**config.mk**
```make
export PLATFORM = sky130hd
export DESIGN_NAME = pwrcs_regs
export DESIGN_NICKNAME = d
export VERILOG_FILES = /design/src/pwrcs_placeholder_none.v /design/src/pwrcs_regs.v /design/src/pwrcs_sticky.v /design/src/pwrcs_sync.v
export VERILOG_INCLUDE_DIRS = /design/src /design/src/src
export SDC_FILE = /design/constraint.sdc
export NUM_CORES = 1
export LEC_CHECK = 0
export ABC_AREA = 1
export ABC_CLOCK_PERIOD_IN_PS = 2800
export BUFFER_PORTS_ARGS = -buffer_cell sky130_fd_sc_hd__buf_2
export CORE_MARGIN = 1
export CORE_UTILIZATION = 49
export CTS_CLUSTER_SIZE = 28
export DETAILED_ROUTE_END_ITERATION = 6
export PLACE_DENSITY = 0.84
export SLEW_MARGIN = 20
export SYNTH_ARGS = -nofsm -noshare
export SYNTH_HDL_FRONTEND = slang
export SYNTH_HIERARCHICAL = 1
export SYNTH_SLANG_ARGS = --single-unit
```
**constraint.sdc**
```tcl
create_clock -name clk -period 2.8 [get_ports clk]
set_input_delay 0.14 -clock clk [delete_from_list [all_inputs] [get_ports clk]]
set_output_delay 0.14 -clock clk [all_outputs]
set_load 0.01 [all_outputs]
```
**src/pwrcs_defs.vh**
```
// Register map, field positions and reset values of the power registers
`ifndef PWRCS_DEFS_VH
`define PWRCS_DEFS_VH

`define PWRCS_ADDR_W 12
`define PWRCS_OFF_CONTROL 12'h000
`define PWRCS_OFF_STATUS 12'h004
`define PWRCS_OFF_EVT_STATUS 12'h020
`define PWRCS_OFF_EVT_ENABLE 12'h024
`define PWRCS_OFF_EVT_CLEAR 12'h028

`define PWRCS_CTL_TLS_HI 7
`define PWRCS_CTL_TLS_LO 5
`define PWRCS_CTL_SME_BIT 4
`define PWRCS_CTL_SSEL_BIT 1
`define PWRCS_STS_FLAG_BIT 2

`define PWRCS_EVT_W 2
`define PWRCS_EVT_BELOW_BIT 0
`define PWRCS_EVT_ABOVE_BIT 1

`define PWRCS_RST_TLS 3'h0
`define PWRCS_RST_BIT 1'b0
`define PWRCS_RST_EVT 2'h0
`define PWRCS_ZERO_WORD 32'h0000_0000

`define PWRCS_RESP_OKAY 2'h0
`define PWRCS_RESP_SLVERR 2'h2

`define PWRCS_SYNC_STAGES 2

`endif

```
**src/pwrcs_placeholder_none.v**
```verilog
// Intentionally empty module set not used
`timescale 1ns/1ns

```
**src/pwrcs_regs.v**
```verilog
// Power control and status registers behind an AXI4-Lite slave
//
// Our own choice: the AXI4-Lite interface to the registers.
`timescale 1ns/1ns
`include "pwrcs_defs.vh"

// Functional notes
// - Control bits seven to five hold a three-bit monitor threshold code.
// - Control bit four switches the supply monitor on when one, off at zero.
// - Control bit one picks Standby (one) or Sleep (zero) on deep sleep.
// - Status bit two is a hardware flag, one while supply is below level.
// - The flag has meaning only while the monitor is enabled.
// - The monitor comparison output drives interrupt controller line 8.
module pwrcs_regs (
  input wire clk,
  input wire reset,
  input wire [`PWRCS_ADDR_W-1:0] s_axi_awaddr,
  input wire [2:0] s_axi_awprot,
  input wire s_axi_awvalid,
  output wire s_axi_awready,
  input wire [31:0] s_axi_wdata,
  input wire [3:0] s_axi_wstrb,
  input wire s_axi_wvalid,
  output wire s_axi_wready,
  output wire [1:0] s_axi_bresp,
  output wire s_axi_bvalid,
  input wire s_axi_bready,
  input wire [`PWRCS_ADDR_W-1:0] s_axi_araddr,
  input wire [2:0] s_axi_arprot,
  input wire s_axi_arvalid,
  output wire s_axi_arready,
  output wire [31:0] s_axi_rdata,
  output wire [1:0] s_axi_rresp,
  output wire s_axi_rvalid,
  input wire s_axi_rready,
  input wire supply_low_cmp_in,
  input wire core_deep_sleep_bit,
  output wire [2:0] threshold_level_select,
  output wire supply_monitor_enable,
  output wire standby_select,
  output wire deep_sleep_standby,
  output wire ext_irq_line8,
  output wire irq
);
  localparam W_IDLE = 4'b0001;
  localparam W_HAVE_A = 4'b0010;
  localparam W_HAVE_D = 4'b0100;
  localparam W_RESP = 4'b1000;
  localparam R_IDLE = 2'b01;
  localparam R_RESP = 2'b10;

  // Word-aligned match; low two address bits are ignored
  function addr_is;
    input [`PWRCS_ADDR_W-1:0] addr;
    input [`PWRCS_ADDR_W-1:0] off;
    begin
      addr_is = (addr[`PWRCS_ADDR_W-1:2] == off[`PWRCS_ADDR_W-1:2]);
    end
  endfunction

  function addr_mapped;
    input [`PWRCS_ADDR_W-1:0] addr;
    begin
      addr_mapped = addr_is(addr, `PWRCS_OFF_CONTROL) |
        addr_is(addr, `PWRCS_OFF_STATUS) |
        addr_is(addr, `PWRCS_OFF_EVT_STATUS) |
        addr_is(addr, `PWRCS_OFF_EVT_ENABLE) |
        addr_is(addr, `PWRCS_OFF_EVT_CLEAR);
    end
  endfunction

  reg [3:0] wstate_reg;
  reg [3:0] wstate_next;
  reg [`PWRCS_ADDR_W-1:0] awaddr_reg;
  reg [`PWRCS_ADDR_W-1:0] awaddr_next;
  reg [31:0] wdata_reg;
  reg [31:0] wdata_next;
  reg [3:0] wstrb_reg;
  reg [3:0] wstrb_next;
  reg [1:0] bresp_reg;
  reg [1:0] bresp_next;
  reg wr_fire;

  reg [1:0] rstate_reg;
  reg [31:0] rdata_reg;
  reg [1:0] rresp_reg;

  reg [2:0] tls_reg;
  reg sme_reg;
  reg ssel_reg;
  reg [`PWRCS_EVT_W-1:0] evt_en_reg;
  reg flag_reg;
  reg flag_prev_reg;
  reg irq_reg;

  wire cmp_sync;
  wire [`PWRCS_EVT_W-1:0] evt_status;
  wire [`PWRCS_EVT_W-1:0] evt_set;
  wire [`PWRCS_EVT_W-1:0] evt_clr;
  wire wr_lane0;
  wire [31:0] ctl_word;
  wire [31:0] sts_word;
  wire [31:0] evt_status_word;
  wire [31:0] evt_en_word;
  reg [31:0] rd_word;

  // Write channel: address and data taken in either order
  assign s_axi_awready = wstate_reg[0] | wstate_reg[2];
  assign s_axi_wready = wstate_reg[0] | wstate_reg[1];
  assign s_axi_bvalid = wstate_reg[3];
  assign s_axi_bresp = bresp_reg;

  always @* begin
    wstate_next = wstate_reg;
    awaddr_next = awaddr_reg;
    wdata_next = wdata_reg;
    wstrb_next = wstrb_reg;
    bresp_next = bresp_reg;
    wr_fire = 1'b0;
    case (wstate_reg)
      W_IDLE: begin
        if (s_axi_awvalid) begin
          awaddr_next = s_axi_awaddr;
        end
        if (s_axi_wvalid) begin
          wdata_next = s_axi_wdata;
          wstrb_next = s_axi_wstrb;
        end
        if (s_axi_awvalid & s_axi_wvalid) begin
          wr_fire = 1'b1;
          wstate_next = W_RESP;
        end else if (s_axi_awvalid) begin
          wstate_next = W_HAVE_A;
        end else if (s_axi_wvalid) begin
          wstate_next = W_HAVE_D;
        end
      end
      W_HAVE_A: begin
        if (s_axi_wvalid) begin
          wdata_next = s_axi_wdata;
          wstrb_next = s_axi_wstrb;
          wr_fire = 1'b1;
          wstate_next = W_RESP;
        end
      end
      W_HAVE_D: begin
        if (s_axi_awvalid) begin
          awaddr_next = s_axi_awaddr;
          wr_fire = 1'b1;
          wstate_next = W_RESP;
        end
      end
      W_RESP: begin
        if (s_axi_bready) begin
          wstate_next = W_IDLE;
        end
      end
      default: begin
        wstate_next = W_IDLE;
      end
    endcase
    if (wr_fire) begin
      bresp_next = addr_mapped(awaddr_next) ? `PWRCS_RESP_OKAY :
        `PWRCS_RESP_SLVERR;
    end
  end

  always @(posedge clk or posedge reset) begin
    if (reset) begin
      wstate_reg <= W_IDLE;
      awaddr_reg <= {`PWRCS_ADDR_W{1'b0}};
      wdata_reg <= `PWRCS_ZERO_WORD;
      wstrb_reg <= 4'h0;
      bresp_reg <= `PWRCS_RESP_OKAY;
    end else begin
      wstate_reg <= wstate_next;
      awaddr_reg <= awaddr_next;
      wdata_reg <= wdata_next;
      wstrb_reg <= wstrb_next;
      bresp_reg <= bresp_next;
    end
  end

  // Every field lives in byte lane 0, so only that strobe matters
  assign wr_lane0 = wr_fire & wstrb_next[0];

  always @(posedge clk or posedge reset) begin
    if (reset) begin
      tls_reg <= `PWRCS_RST_TLS;
      sme_reg <= `PWRCS_RST_BIT;
      ssel_reg <= `PWRCS_RST_BIT;
      evt_en_reg <= `PWRCS_RST_EVT;
    end else if (wr_lane0) begin
      if (addr_is(awaddr_next, `PWRCS_OFF_CONTROL)) begin
        tls_reg <= wdata_next[`PWRCS_CTL_TLS_HI:`PWRCS_CTL_TLS_LO];
        sme_reg <= wdata_next[`PWRCS_CTL_SME_BIT];
        ssel_reg <= wdata_next[`PWRCS_CTL_SSEL_BIT];
      end
      if (addr_is(awaddr_next, `PWRCS_OFF_EVT_ENABLE)) begin
        evt_en_reg <= wdata_next[`PWRCS_EVT_W-1:0];
      end
    end
  end

  // Comparator is analog and asynchronous to clk
  pwrcs_sync #(
    .WIDTH(1)
  ) u_cmp_sync (
    .clk(clk),
    .reset(reset),
    .async_in(supply_low_cmp_in),
    .sync_out(cmp_sync)
  );

  // Flag forced low while disabled so stale comparator state never shows
  always @(posedge clk or posedge reset) begin
    if (reset) begin
      flag_reg <= 1'b0;
      flag_prev_reg <= 1'b0;
    end else begin
      flag_reg <= sme_reg & cmp_sync;
      flag_prev_reg <= flag_reg;
    end
  end

  // Crossings in either direction are events; enabling while low counts
  assign evt_set[`PWRCS_EVT_BELOW_BIT] = flag_reg & ~flag_prev_reg;
  assign evt_set[`PWRCS_EVT_ABOVE_BIT] = ~flag_reg & flag_prev_reg & sme_reg;
  assign evt_clr = (wr_lane0 & addr_is(awaddr_next, `PWRCS_OFF_EVT_CLEAR)) ?
    wdata_next[`PWRCS_EVT_W-1:0] : {`PWRCS_EVT_W{1'b0}};

  pwrcs_sticky #(
    .WIDTH(`PWRCS_EVT_W)
  ) u_evt (
    .clk(clk),
    .reset(reset),
    .set_in(evt_set),
    .clr_in(evt_clr),
    .bits_out(evt_status)
  );

  always @(posedge clk or posedge reset) begin
    if (reset) begin
      irq_reg <= 1'b0;
    end else begin
      irq_reg <= |(evt_status & evt_en_reg);
    end
  end

  // Read words; reserved positions are constant zero
  assign ctl_word = {24'h00_0000, tls_reg, sme_reg, 2'b00, ssel_reg,
    1'b0};
  assign sts_word = {29'h0000_0000, flag_reg, 2'b00};
  assign evt_status_word = {30'h0000_0000, evt_status};
  assign evt_en_word = {30'h0000_0000, evt_en_reg};

  always @* begin
    rd_word = `PWRCS_ZERO_WORD;
    if (addr_is(s_axi_araddr, `PWRCS_OFF_CONTROL)) begin
      rd_word = ctl_word;
    end else if (addr_is(s_axi_araddr, `PWRCS_OFF_STATUS)) begin
      rd_word = sts_word;
    end else if (addr_is(s_axi_araddr, `PWRCS_OFF_EVT_STATUS)) begin
      rd_word = evt_status_word;
    end else if (addr_is(s_axi_araddr, `PWRCS_OFF_EVT_ENABLE)) begin
      rd_word = evt_en_word;
    end
  end

  // Read channel: one outstanding read, data registered
  assign s_axi_arready = rstate_reg[0];
  assign s_axi_rvalid = rstate_reg[1];
  assign s_axi_rdata = rdata_reg;
  assign s_axi_rresp = rresp_reg;

  always @(posedge clk or posedge reset) begin
    if (reset) begin
      rstate_reg <= R_IDLE;
      rdata_reg <= `PWRCS_ZERO_WORD;
      rresp_reg <= `PWRCS_RESP_OKAY;
    end else begin
      case (rstate_reg)
        R_IDLE: begin
          if (s_axi_arvalid) begin
            rdata_reg <= rd_word;
            rresp_reg <= addr_mapped(s_axi_araddr) ? `PWRCS_RESP_OKAY :
              `PWRCS_RESP_SLVERR;
            rstate_reg <= R_RESP;
          end
        end
        R_RESP: begin
          if (s_axi_rready) begin
            rstate_reg <= R_IDLE;
          end
        end
        default: begin
          rstate_reg <= R_IDLE;
        end
      endcase
    end
  end

  assign threshold_level_select = tls_reg;
  assign supply_monitor_enable = sme_reg;
  assign standby_select = ssel_reg;
  // Standby only when the core requests deep sleep as well
  assign deep_sleep_standby = core_deep_sleep_bit & ssel_reg;
  assign ext_irq_line8 = flag_reg;
  assign irq = irq_reg;
endmodule // pwrcs_regs

```
**src/pwrcs_sticky.v**
```verilog
// Bank of sticky event bits, set wins over clear
`timescale 1ns/1ns
module pwrcs_sticky #(
  parameter WIDTH = 2
) (
  input wire clk,
  input wire reset,
  input wire [WIDTH-1:0] set_in,
  input wire [WIDTH-1:0] clr_in,
  output wire [WIDTH-1:0] bits_out
);
  reg [WIDTH-1:0] bits_reg;
  genvar i;

  generate
    for (i = 0; i < WIDTH; i = i + 1) begin : g_bit
      // An event in the clearing cycle must not be lost
      always @(posedge clk or posedge reset) begin
        if (reset) begin
          bits_reg[i] <= 1'b0;
        end else if (set_in[i]) begin
          bits_reg[i] <= 1'b1;
        end else if (clr_in[i]) begin
          bits_reg[i] <= 1'b0;
        end
      end
    end
  endgenerate

  assign bits_out = bits_reg;
endmodule // pwrcs_sticky

```
**src/pwrcs_sync.v**
```verilog
// Two-flop synchroniser for asynchronous level inputs
`timescale 1ns/1ns
module pwrcs_sync #(
  parameter WIDTH = 1
) (
  input wire clk,
  input wire reset,
  input wire [WIDTH-1:0] async_in,
  output wire [WIDTH-1:0] sync_out
);
  reg [WIDTH-1:0] meta_reg;
  reg [WIDTH-1:0] sync_reg;

  // First stage is read only by the second stage
  always @(posedge clk or posedge reset) begin
    if (reset) begin
      meta_reg <= {WIDTH{1'b0}};
      sync_reg <= {WIDTH{1'b0}};
    end else begin
      meta_reg <= async_in;
      sync_reg <= meta_reg;
    end
  end

  assign sync_out = sync_reg;
endmodule // pwrcs_sync
```
==> results of run 1 <==
==> per-stage QoR <==
step | util, % | cells | hold slack (ns) | power (W) | setup slack (ns)
floorplan | - | 353 | -0.119 | 0.00184 | 1.05
global placement | 57.3 | 444 | 0.0143 | 0.00195 | 0.705
detailed placement | 57.3 | 444 | 0.0177 | 0.00199 | 0.653
CTS | 59.9 | 454 | 0.0915 | 0.00249 | 0.640
global route | 59.9 | 454 | 0.120 | 0.00269 | 0.450
finish | 59.9 | 454 | 0.104 | 0.00248 | 0.646
==> worst register-to-register path, delay by kind of cell, from the launching register on <==
kind	cells	cell delay [ns]
simple gates	11	1.38
flops	1	0.55
buf+inv	2	0.10
==> layer usage <==
layer  vias to the layer above  share of wire (%)  track usage (%)
met5                         -                  0                0
met4                         0                1.9             11.5
met3                         9                4.0             3.39
met2                        61                 48             30.9
met1                       949                 46             25.5
li1                       1086                  -                -
==> what timing repair did <==
| item | in CTS | in global routing |
|---|---|---|
| gates resized for setup | 0 | 0 |
| hold buffers | 2 | 0 |
| hold endpoints to repair | 5 | 0 |
==> power by group through the flow <==
stage	logic, W	clock network, W	registers (W)
finish	0.00107	0.000488	0.000922
detailed placement	0.00106	0	0.000936
floorplan	0.000910	0	0.000935
global placement	0.00103	0	0.000927
global route	0.00122	0.000520	0.000943
CTS	0.00107	0.000498	0.000923
==> worst max-delay path by stage <==
stage,endpoint,slack (ns)
after CTS,u_evt/bits_out[0],0.64
after detailed placement,u_evt/bits_out[0],0.65
after floorplan,u_evt/bits_out[0],1.05
final,u_evt/bits_out[0],0.65
after global placement,u_evt/bits_out[1],0.71
after global routing,u_evt/bits_out[0],0.45
==> cell type report <==
type | count | area share (%)
flip-flops and latches | 46 | 39.5
multi-input cells | 222 | 36.2
repair buffers | 60 | 11.1
inverters | 51 | 6.55
well taps | 67 | 2.87
clock buffers | 6 | 2.48
clock inverters | 2 | 1.28
==> cells by family after synthesis <==
group,count (synthesis)
and+or+nand+nor,165
buffers and inverters,85
AOI/OAI and AO/OA,30
other,1
DFF,46
==> layout by cell type (no fill, tap or decap), types with 8 or more instances in the layout <==
cell type / instances
dfrtp_1: 44
o21ai_0: 15
nor2_1: 23
inv_1: 43
nand4_1: 9
nand3_1: 19
conb_1: 27
nand2_1: 92
buf_2: 57
inv_2: 8
==> qor.txt, run 1 <==
first-pass GRT wire length - 8.25 mm
Placed Area - 2790 µm²
mux cell area share after synthesis - 0%
Die Area - 5530 µm²
core area - 4880 µm²
Post-Synth Simple-Gate Area - 30.4%
cell type with the largest total area after synthesis - dfrtp_1
Worst-Skew Late Latency - 0.30 ns
number of synthesized flops with an enable pin - 0
WL per Instance - 10.9 µm
Vias - 2105
filler instances - 434
Clock power frac - 19.7%
Yosys top cell area share - 42.9%
Hold Crit Endpoint - wstate_reg[3]
vias in the first global route - 1957
Slew Limit Fails - 0
drt drc - 0
DR pass1 iterations - 4
HP Start - s_axi_bready
main combinational cell family by area after synthesis - simple AND/OR/NAND/NOR gates
Post-synth top flop - dfrtp_1
# setup viols final - 0
P&R area growth vs syn - 13.9%
Slew @ Worst Pin - 0.817 ns
GRT Residual Overflow - 0
IO Port Bufs - 57
CTS H-tree depth - 2
synthesized cell area - 2570 µm²
Required @ worst endpoint - 2.99 ns
via/cell ratio - 4.64
antenna cells - 0
run status - finished, final reports clean
commonest cells in the netlist - nand2_1, dfrtp_1, inv_1, buf_4, nor2_1
min Tclk post-route - 2.15 ns
Crit Reg-Reg Endpoint - u_evt/bits_out[0]
Register-to-Register Setup Slack - 0.65 ns
switching part of the total power - 41.8%
Largest register FFs - 10
Compound-Gate Fraction of Synth Area - 6.97%
combinational power share - 43.1%
CTS tree - yes
post-synthesis xor/xnor area fraction - 0%
Slew HR - 45.4%
Peak VDD IR - 0.390 mV
Crit Path Max Fanout - 15
Hold Crit Depth - 4
peak per-stage delay on the critical path - 0.55 ns
Adder-Cell Fraction of Synth Area - 0%
leakage power - 1.64 nW
P_sw - 0.00103 W
TritonCTS Sinks - 46
initial core utilization - 52.6%
Overall Global Routing Usage - 19.6%
Hold WC Path Type - in -> reg
Critical Path Source - wstate_reg[0]
Final Hold Viols - 0
register area share after synthesis - 44.9%
unrepaired setup endpoints after global routing - false
Arr. time, crit path - 2.34 ns
Cell Rows - 25
fin area - 2920 µm²
initial antenna violation count - 0
Die Wd - 74.4 µm
syn_area_per_cell - 7.85 µm²
pin count of the biggest net entering global routing - 23
root buffer selected by CTS - clkbuf_8
postcts setup bufs - 0
Buf+Inv Stages, Crit Path - 2
startpoint type of the worst setup path - flip-flop
final worst-path cycle share - 76.9%
crit-path cells - inv_2 -> nor2_2 -> nand2_2 -> nand2_2 -> nand2_1 -> nand2_2 -> nand3_4 -> nor2_8 -> nand3_2 -> nor2_1 -> inv_1 -> nand2_1 -> nand2_1
maximum clock rate - 0.464 GHz
die height - 74.4 µm
highest-delay cell along the critical path - dfstp_2
worst r2r path cells - 13
Top Family by Delay on Critical Path - simple AND/OR/NAND/NOR gates
Levels on crit path - 13
gp weighted congestion - 0.809
reg-to-reg startpoint - wstate_reg[0]
Initial DRC Count - 121
multi-input logic area - 1060 µm²
Post-layout nets - 461
number of synthesized register bits - 46
MaxCap Viol Count - 0
CP endpoint kind - flip-flop
most frequent cell after synthesis - nand2_1
Pwr Density - 847 nW/µm²
number of buffers created by CTS - 5
register area - 1150 µm²
Seq pwr share - 37.2%
clk_skew - 0.00849 ns
top cells by area, synth - dfrtp_1, nand2_1, buf_4
fraction of layout cells with a size suffix above 1 - 24.3%
maximum clock insertion buffer count - 2
crit path kind - reg -> reg
Final TNS setup - 0 ns
Routed Wire Length - 4.95 mm
Ys Warns - 6
Post-synth ARST share - 100%
Reg clk slew, reported paths - 0.08 ns
Post-Synthesis Cells - 327
Final HPWL DP - 3.72 mm
Distinct cells, synth - 33
Routed Antenna Nets - 0
P_int - 0.00144 W
IO Count - 124
Note: power is estimated with default switching activity, not from simulation.
==> run 2: changes to the inputs <==
--- a/config.mk
+++ b/config.mk
@@ -7,13 +7,13 @@
 export NUM_CORES = 1
 export LEC_CHECK = 0
 export ABC_AREA = 1
-export ABC_CLOCK_PERIOD_IN_PS = 2800
+export ABC_CLOCK_PERIOD_IN_PS = 1900
 export BUFFER_PORTS_ARGS = -buffer_cell sky130_fd_sc_hd__buf_2
 export CORE_MARGIN = 1
-export CORE_UTILIZATION = 49
+export CORE_UTILIZATION = 42
 export CTS_CLUSTER_SIZE = 28
 export DETAILED_ROUTE_END_ITERATION = 6
-export PLACE_DENSITY = 0.84
+export PLACE_DENSITY = 0.77
 export SLEW_MARGIN = 20
 export SYNTH_ARGS = -nofsm -noshare
 export SYNTH_HDL_FRONTEND = slang
==> constraint.sdc (replaced) <==
create_clock -name clk -period 1.9 [get_ports clk]
set_input_delay 0.095 -clock clk [delete_from_list [all_inputs] [get_ports clk]]
set_output_delay 0.095 -clock clk [all_outputs]
set_load 0.01 [all_outputs]
==> run 2 against run 1 <==
  * Final cell count increased by 7.0%
  * Sequential power increased by 50%
  * Non-clock buffer count is 23 higher
  * First-iteration DRC count is 26% higher
  * Total power up 82%
  * Cell area increased by 12%
  * Utilization fell by 4.6 points
  * Clock power up 84%
  * Critical path depth fell by 1
  * Critical endpoint is now standby_select
  * Highest routed layer unchanged
==> qor.txt, run 2 (synthesis results as in run 1) <==
CP endpoint kind - flip-flop
GRT Residual Overflow - 0 (unchanged)
TritonCTS Sinks - 46 (unchanged)
IO Count - 124 (unchanged)
# setup viols final - 0 (unchanged)
crit-path cells - nor2_2 -> nand2_4 -> clkbuf_16 -> nand3_1 -> nand2_1 -> inv_2 -> nand3_4 -> nor2_8 -> buf_12 -> nand3_4 -> nand2_1 -> nand2_1
CP most frequent cell - nand2_1
Final TNS setup - 0 ns (unchanged)
Cell Rows - 28 (+12%)
Top Family by Delay on Critical Path - simple AND/OR/NAND/NOR gates
peak per-stage delay on the critical path - 0.44 ns (-0.11 ns)
CTS tree - yes
Arr. time, crit path - 2.07 ns (-0.27 ns)
drt drc - 0 (unchanged)
Largest register FFs - 10 (unchanged)
leakage power - 1.82 nW (+11%)
initial antenna violation count - 0 (unchanged)
number of buffers created by CTS - 5 (unchanged)
Final WS setup - 0.0384 ns (-0.608 ns)
Worst-Skew Late Latency - 0.31 ns (about the same)
root buffer selected by CTS - clkbuf_8
first-pass GRT wire length - 8.56 mm (+3.8%)
Slew HR - 63.8% (+18 points)
Slew @ Worst Pin - 0.542 ns (-0.275 ns)
final core utilization - 55.3% (-4.6 points)
DR pass1 iterations - 4 (unchanged)
Final Non-Filler Cells - 486 (+7.0%)
via/cell ratio - 4.57 (-1.4%)
clk_skew - 0.00491 ns (-0.00358 ns)
pre-CTS WS - 0.0343 ns (-0.619 ns)
fraction of layout cells with a size suffix above 1 - 31.9% (+7.6 points)
dpl cells - 467 (+5.2%)
Final Hold Viols - 0 (unchanged)
antenna cells - 0 (unchanged)
die height - 80.2 µm (+7.8%)
commonest non-fill, non-tap cells in the layout - nand2_1, buf_2, dfrtp_1
P&R area growth vs syn - 27.6%
Required @ worst endpoint - 2.11 ns (-0.88 ns)
Slew Limit Fails - 0 (unchanged)
Peak VDD IR - 0.742 mV (+90%)
Post-layout nets - 485 (+5.2%)
Vias - 2222 (+5.6%)
min Tclk post-route - 1.86 ns (-0.292 ns)
Die Area - 6430 µm² (+16%)
Routed Wire Length - 5.51 mm (+11%)
MaxCap Viol Count - 0 (unchanged)
gp weighted congestion - 0.797 (-1.5%)
core area - 5920 µm² (+21%)
Hold WC Path Type - in -> reg
maximum clock insertion buffer count - 2 (unchanged)
Initial DRC Count - 152 (+26%)
Final HPWL DP - 3.79 mm (+1.9%)
crit path kind - reg -> reg
Reg clk slew, reported paths - 0.09 ns (about the same)
unrepaired setup endpoints after global routing - true
pin count of the biggest net entering global routing - 43 (+87%)
total power - 0.00450 W (+82%)
final worst-path cycle share - 98.0% (+21 points)
CTS H-tree depth - 2 (unchanged)
WL per Instance - 11.3 µm (+4.0%)
Buf+Inv Stages, Crit Path - 3 (+1)
Routed Antenna Nets - 0 (unchanged)
startpoint type of the worst setup path - flip-flop
Crit Path Max Fanout - 9 (-6)
vias in the first global route - 1963 (+0.31%)
initial core utilization - 43.4% (-9.3 points)
commonest non-fill, non-tap cell in the layout - nand2_1
run status - finished, final reports clean
IO Port Bufs - 57 (unchanged)
Die Wd - 80.2 µm (+7.8%)
Overall Global Routing Usage - 17.2% (-2.5 points)
maximum clock rate - 0.537 GHz (+16%)
highest-delay cell along the critical path - dfrtp_1
Pwr Density - 1380 nW/µm² (+62%)
run 2: cell types whose count changed in the layout (fill, tap and decap cells not counted), moves of 3 or more:
cell     before  now
nand3_1      19   16
buf_4         0   17
nand2_1      92   89
nand2_4       0    4
buf_6         0    3
nor2_1       23   20
nand3_2       2    5
run 2: what timing repair did:
action,4_1_cts,5_1_grt
resized for setup,0,27
endpoints found under the hold margin,45,0
hold buffers,2,0
buffers inserted,0,7
endpoints found under the setup margin,0,10
run 2: stage by stage:
stage	hold WS, ns	area (µm²)
after floorplan	-0.164	2670
after global placement	-0.0359	2930
after detailed placement	-0.0344	2930
after CTS	0.0469	3090
after global routing	0.0505	3280
final	0.0433	3280
run 2: area by class of cell:
class                   count  area [µm²]
clock inverters             2        60.1
well taps                  75        93.8
fillers                   556        2650
clock buffers               6        82.6
inverters                  51         194
flip-flops and latches     46        1150
repair buffers             83         547
multi-input cells         223        1140
run 2: per-layer routing:
metal	routed length, µm	track usage, %	vias up
met1	2390	20.6	1028
met3	244	2.50	7
li1	-	-	1122
met2	2790	30.8	65
met5	0	0	-
met4	83	6.43	0
run 2: tightest hold or removal path, delay by kind of cell:
family | cells | cell delay [ns]
buf+inv | 1 | 0.07
simple gates | 2 | 0.14
run 2: report_power, final:
part	switching, W	internal, W
clock network	0.000339	0.000561
logic	0.00132	0.000903
registers	0.000132	0.00125
total	0.00179	0.00271
run 2: path summary, 6_finish.rpt:
path | from | cells after the start | to | slack, ns
setup / recovery | wstate_reg[1] | 12 | standby_select | 0.04
min in group asynchronous | reset | 3 | u_cmp_sync/sync_out | 0.21
hold reg to reg | u_cmp_sync/meta_reg | 0 | u_cmp_sync/sync_out | 0.36
hold / removal | s_axi_rready | 3 | rstate_reg[1] | 0.04
setup reg to reg | wstate_reg[1] | 12 | standby_select | 0.04
max in group asynchronous | reset | 4 | wstate_reg[0] | 1.02
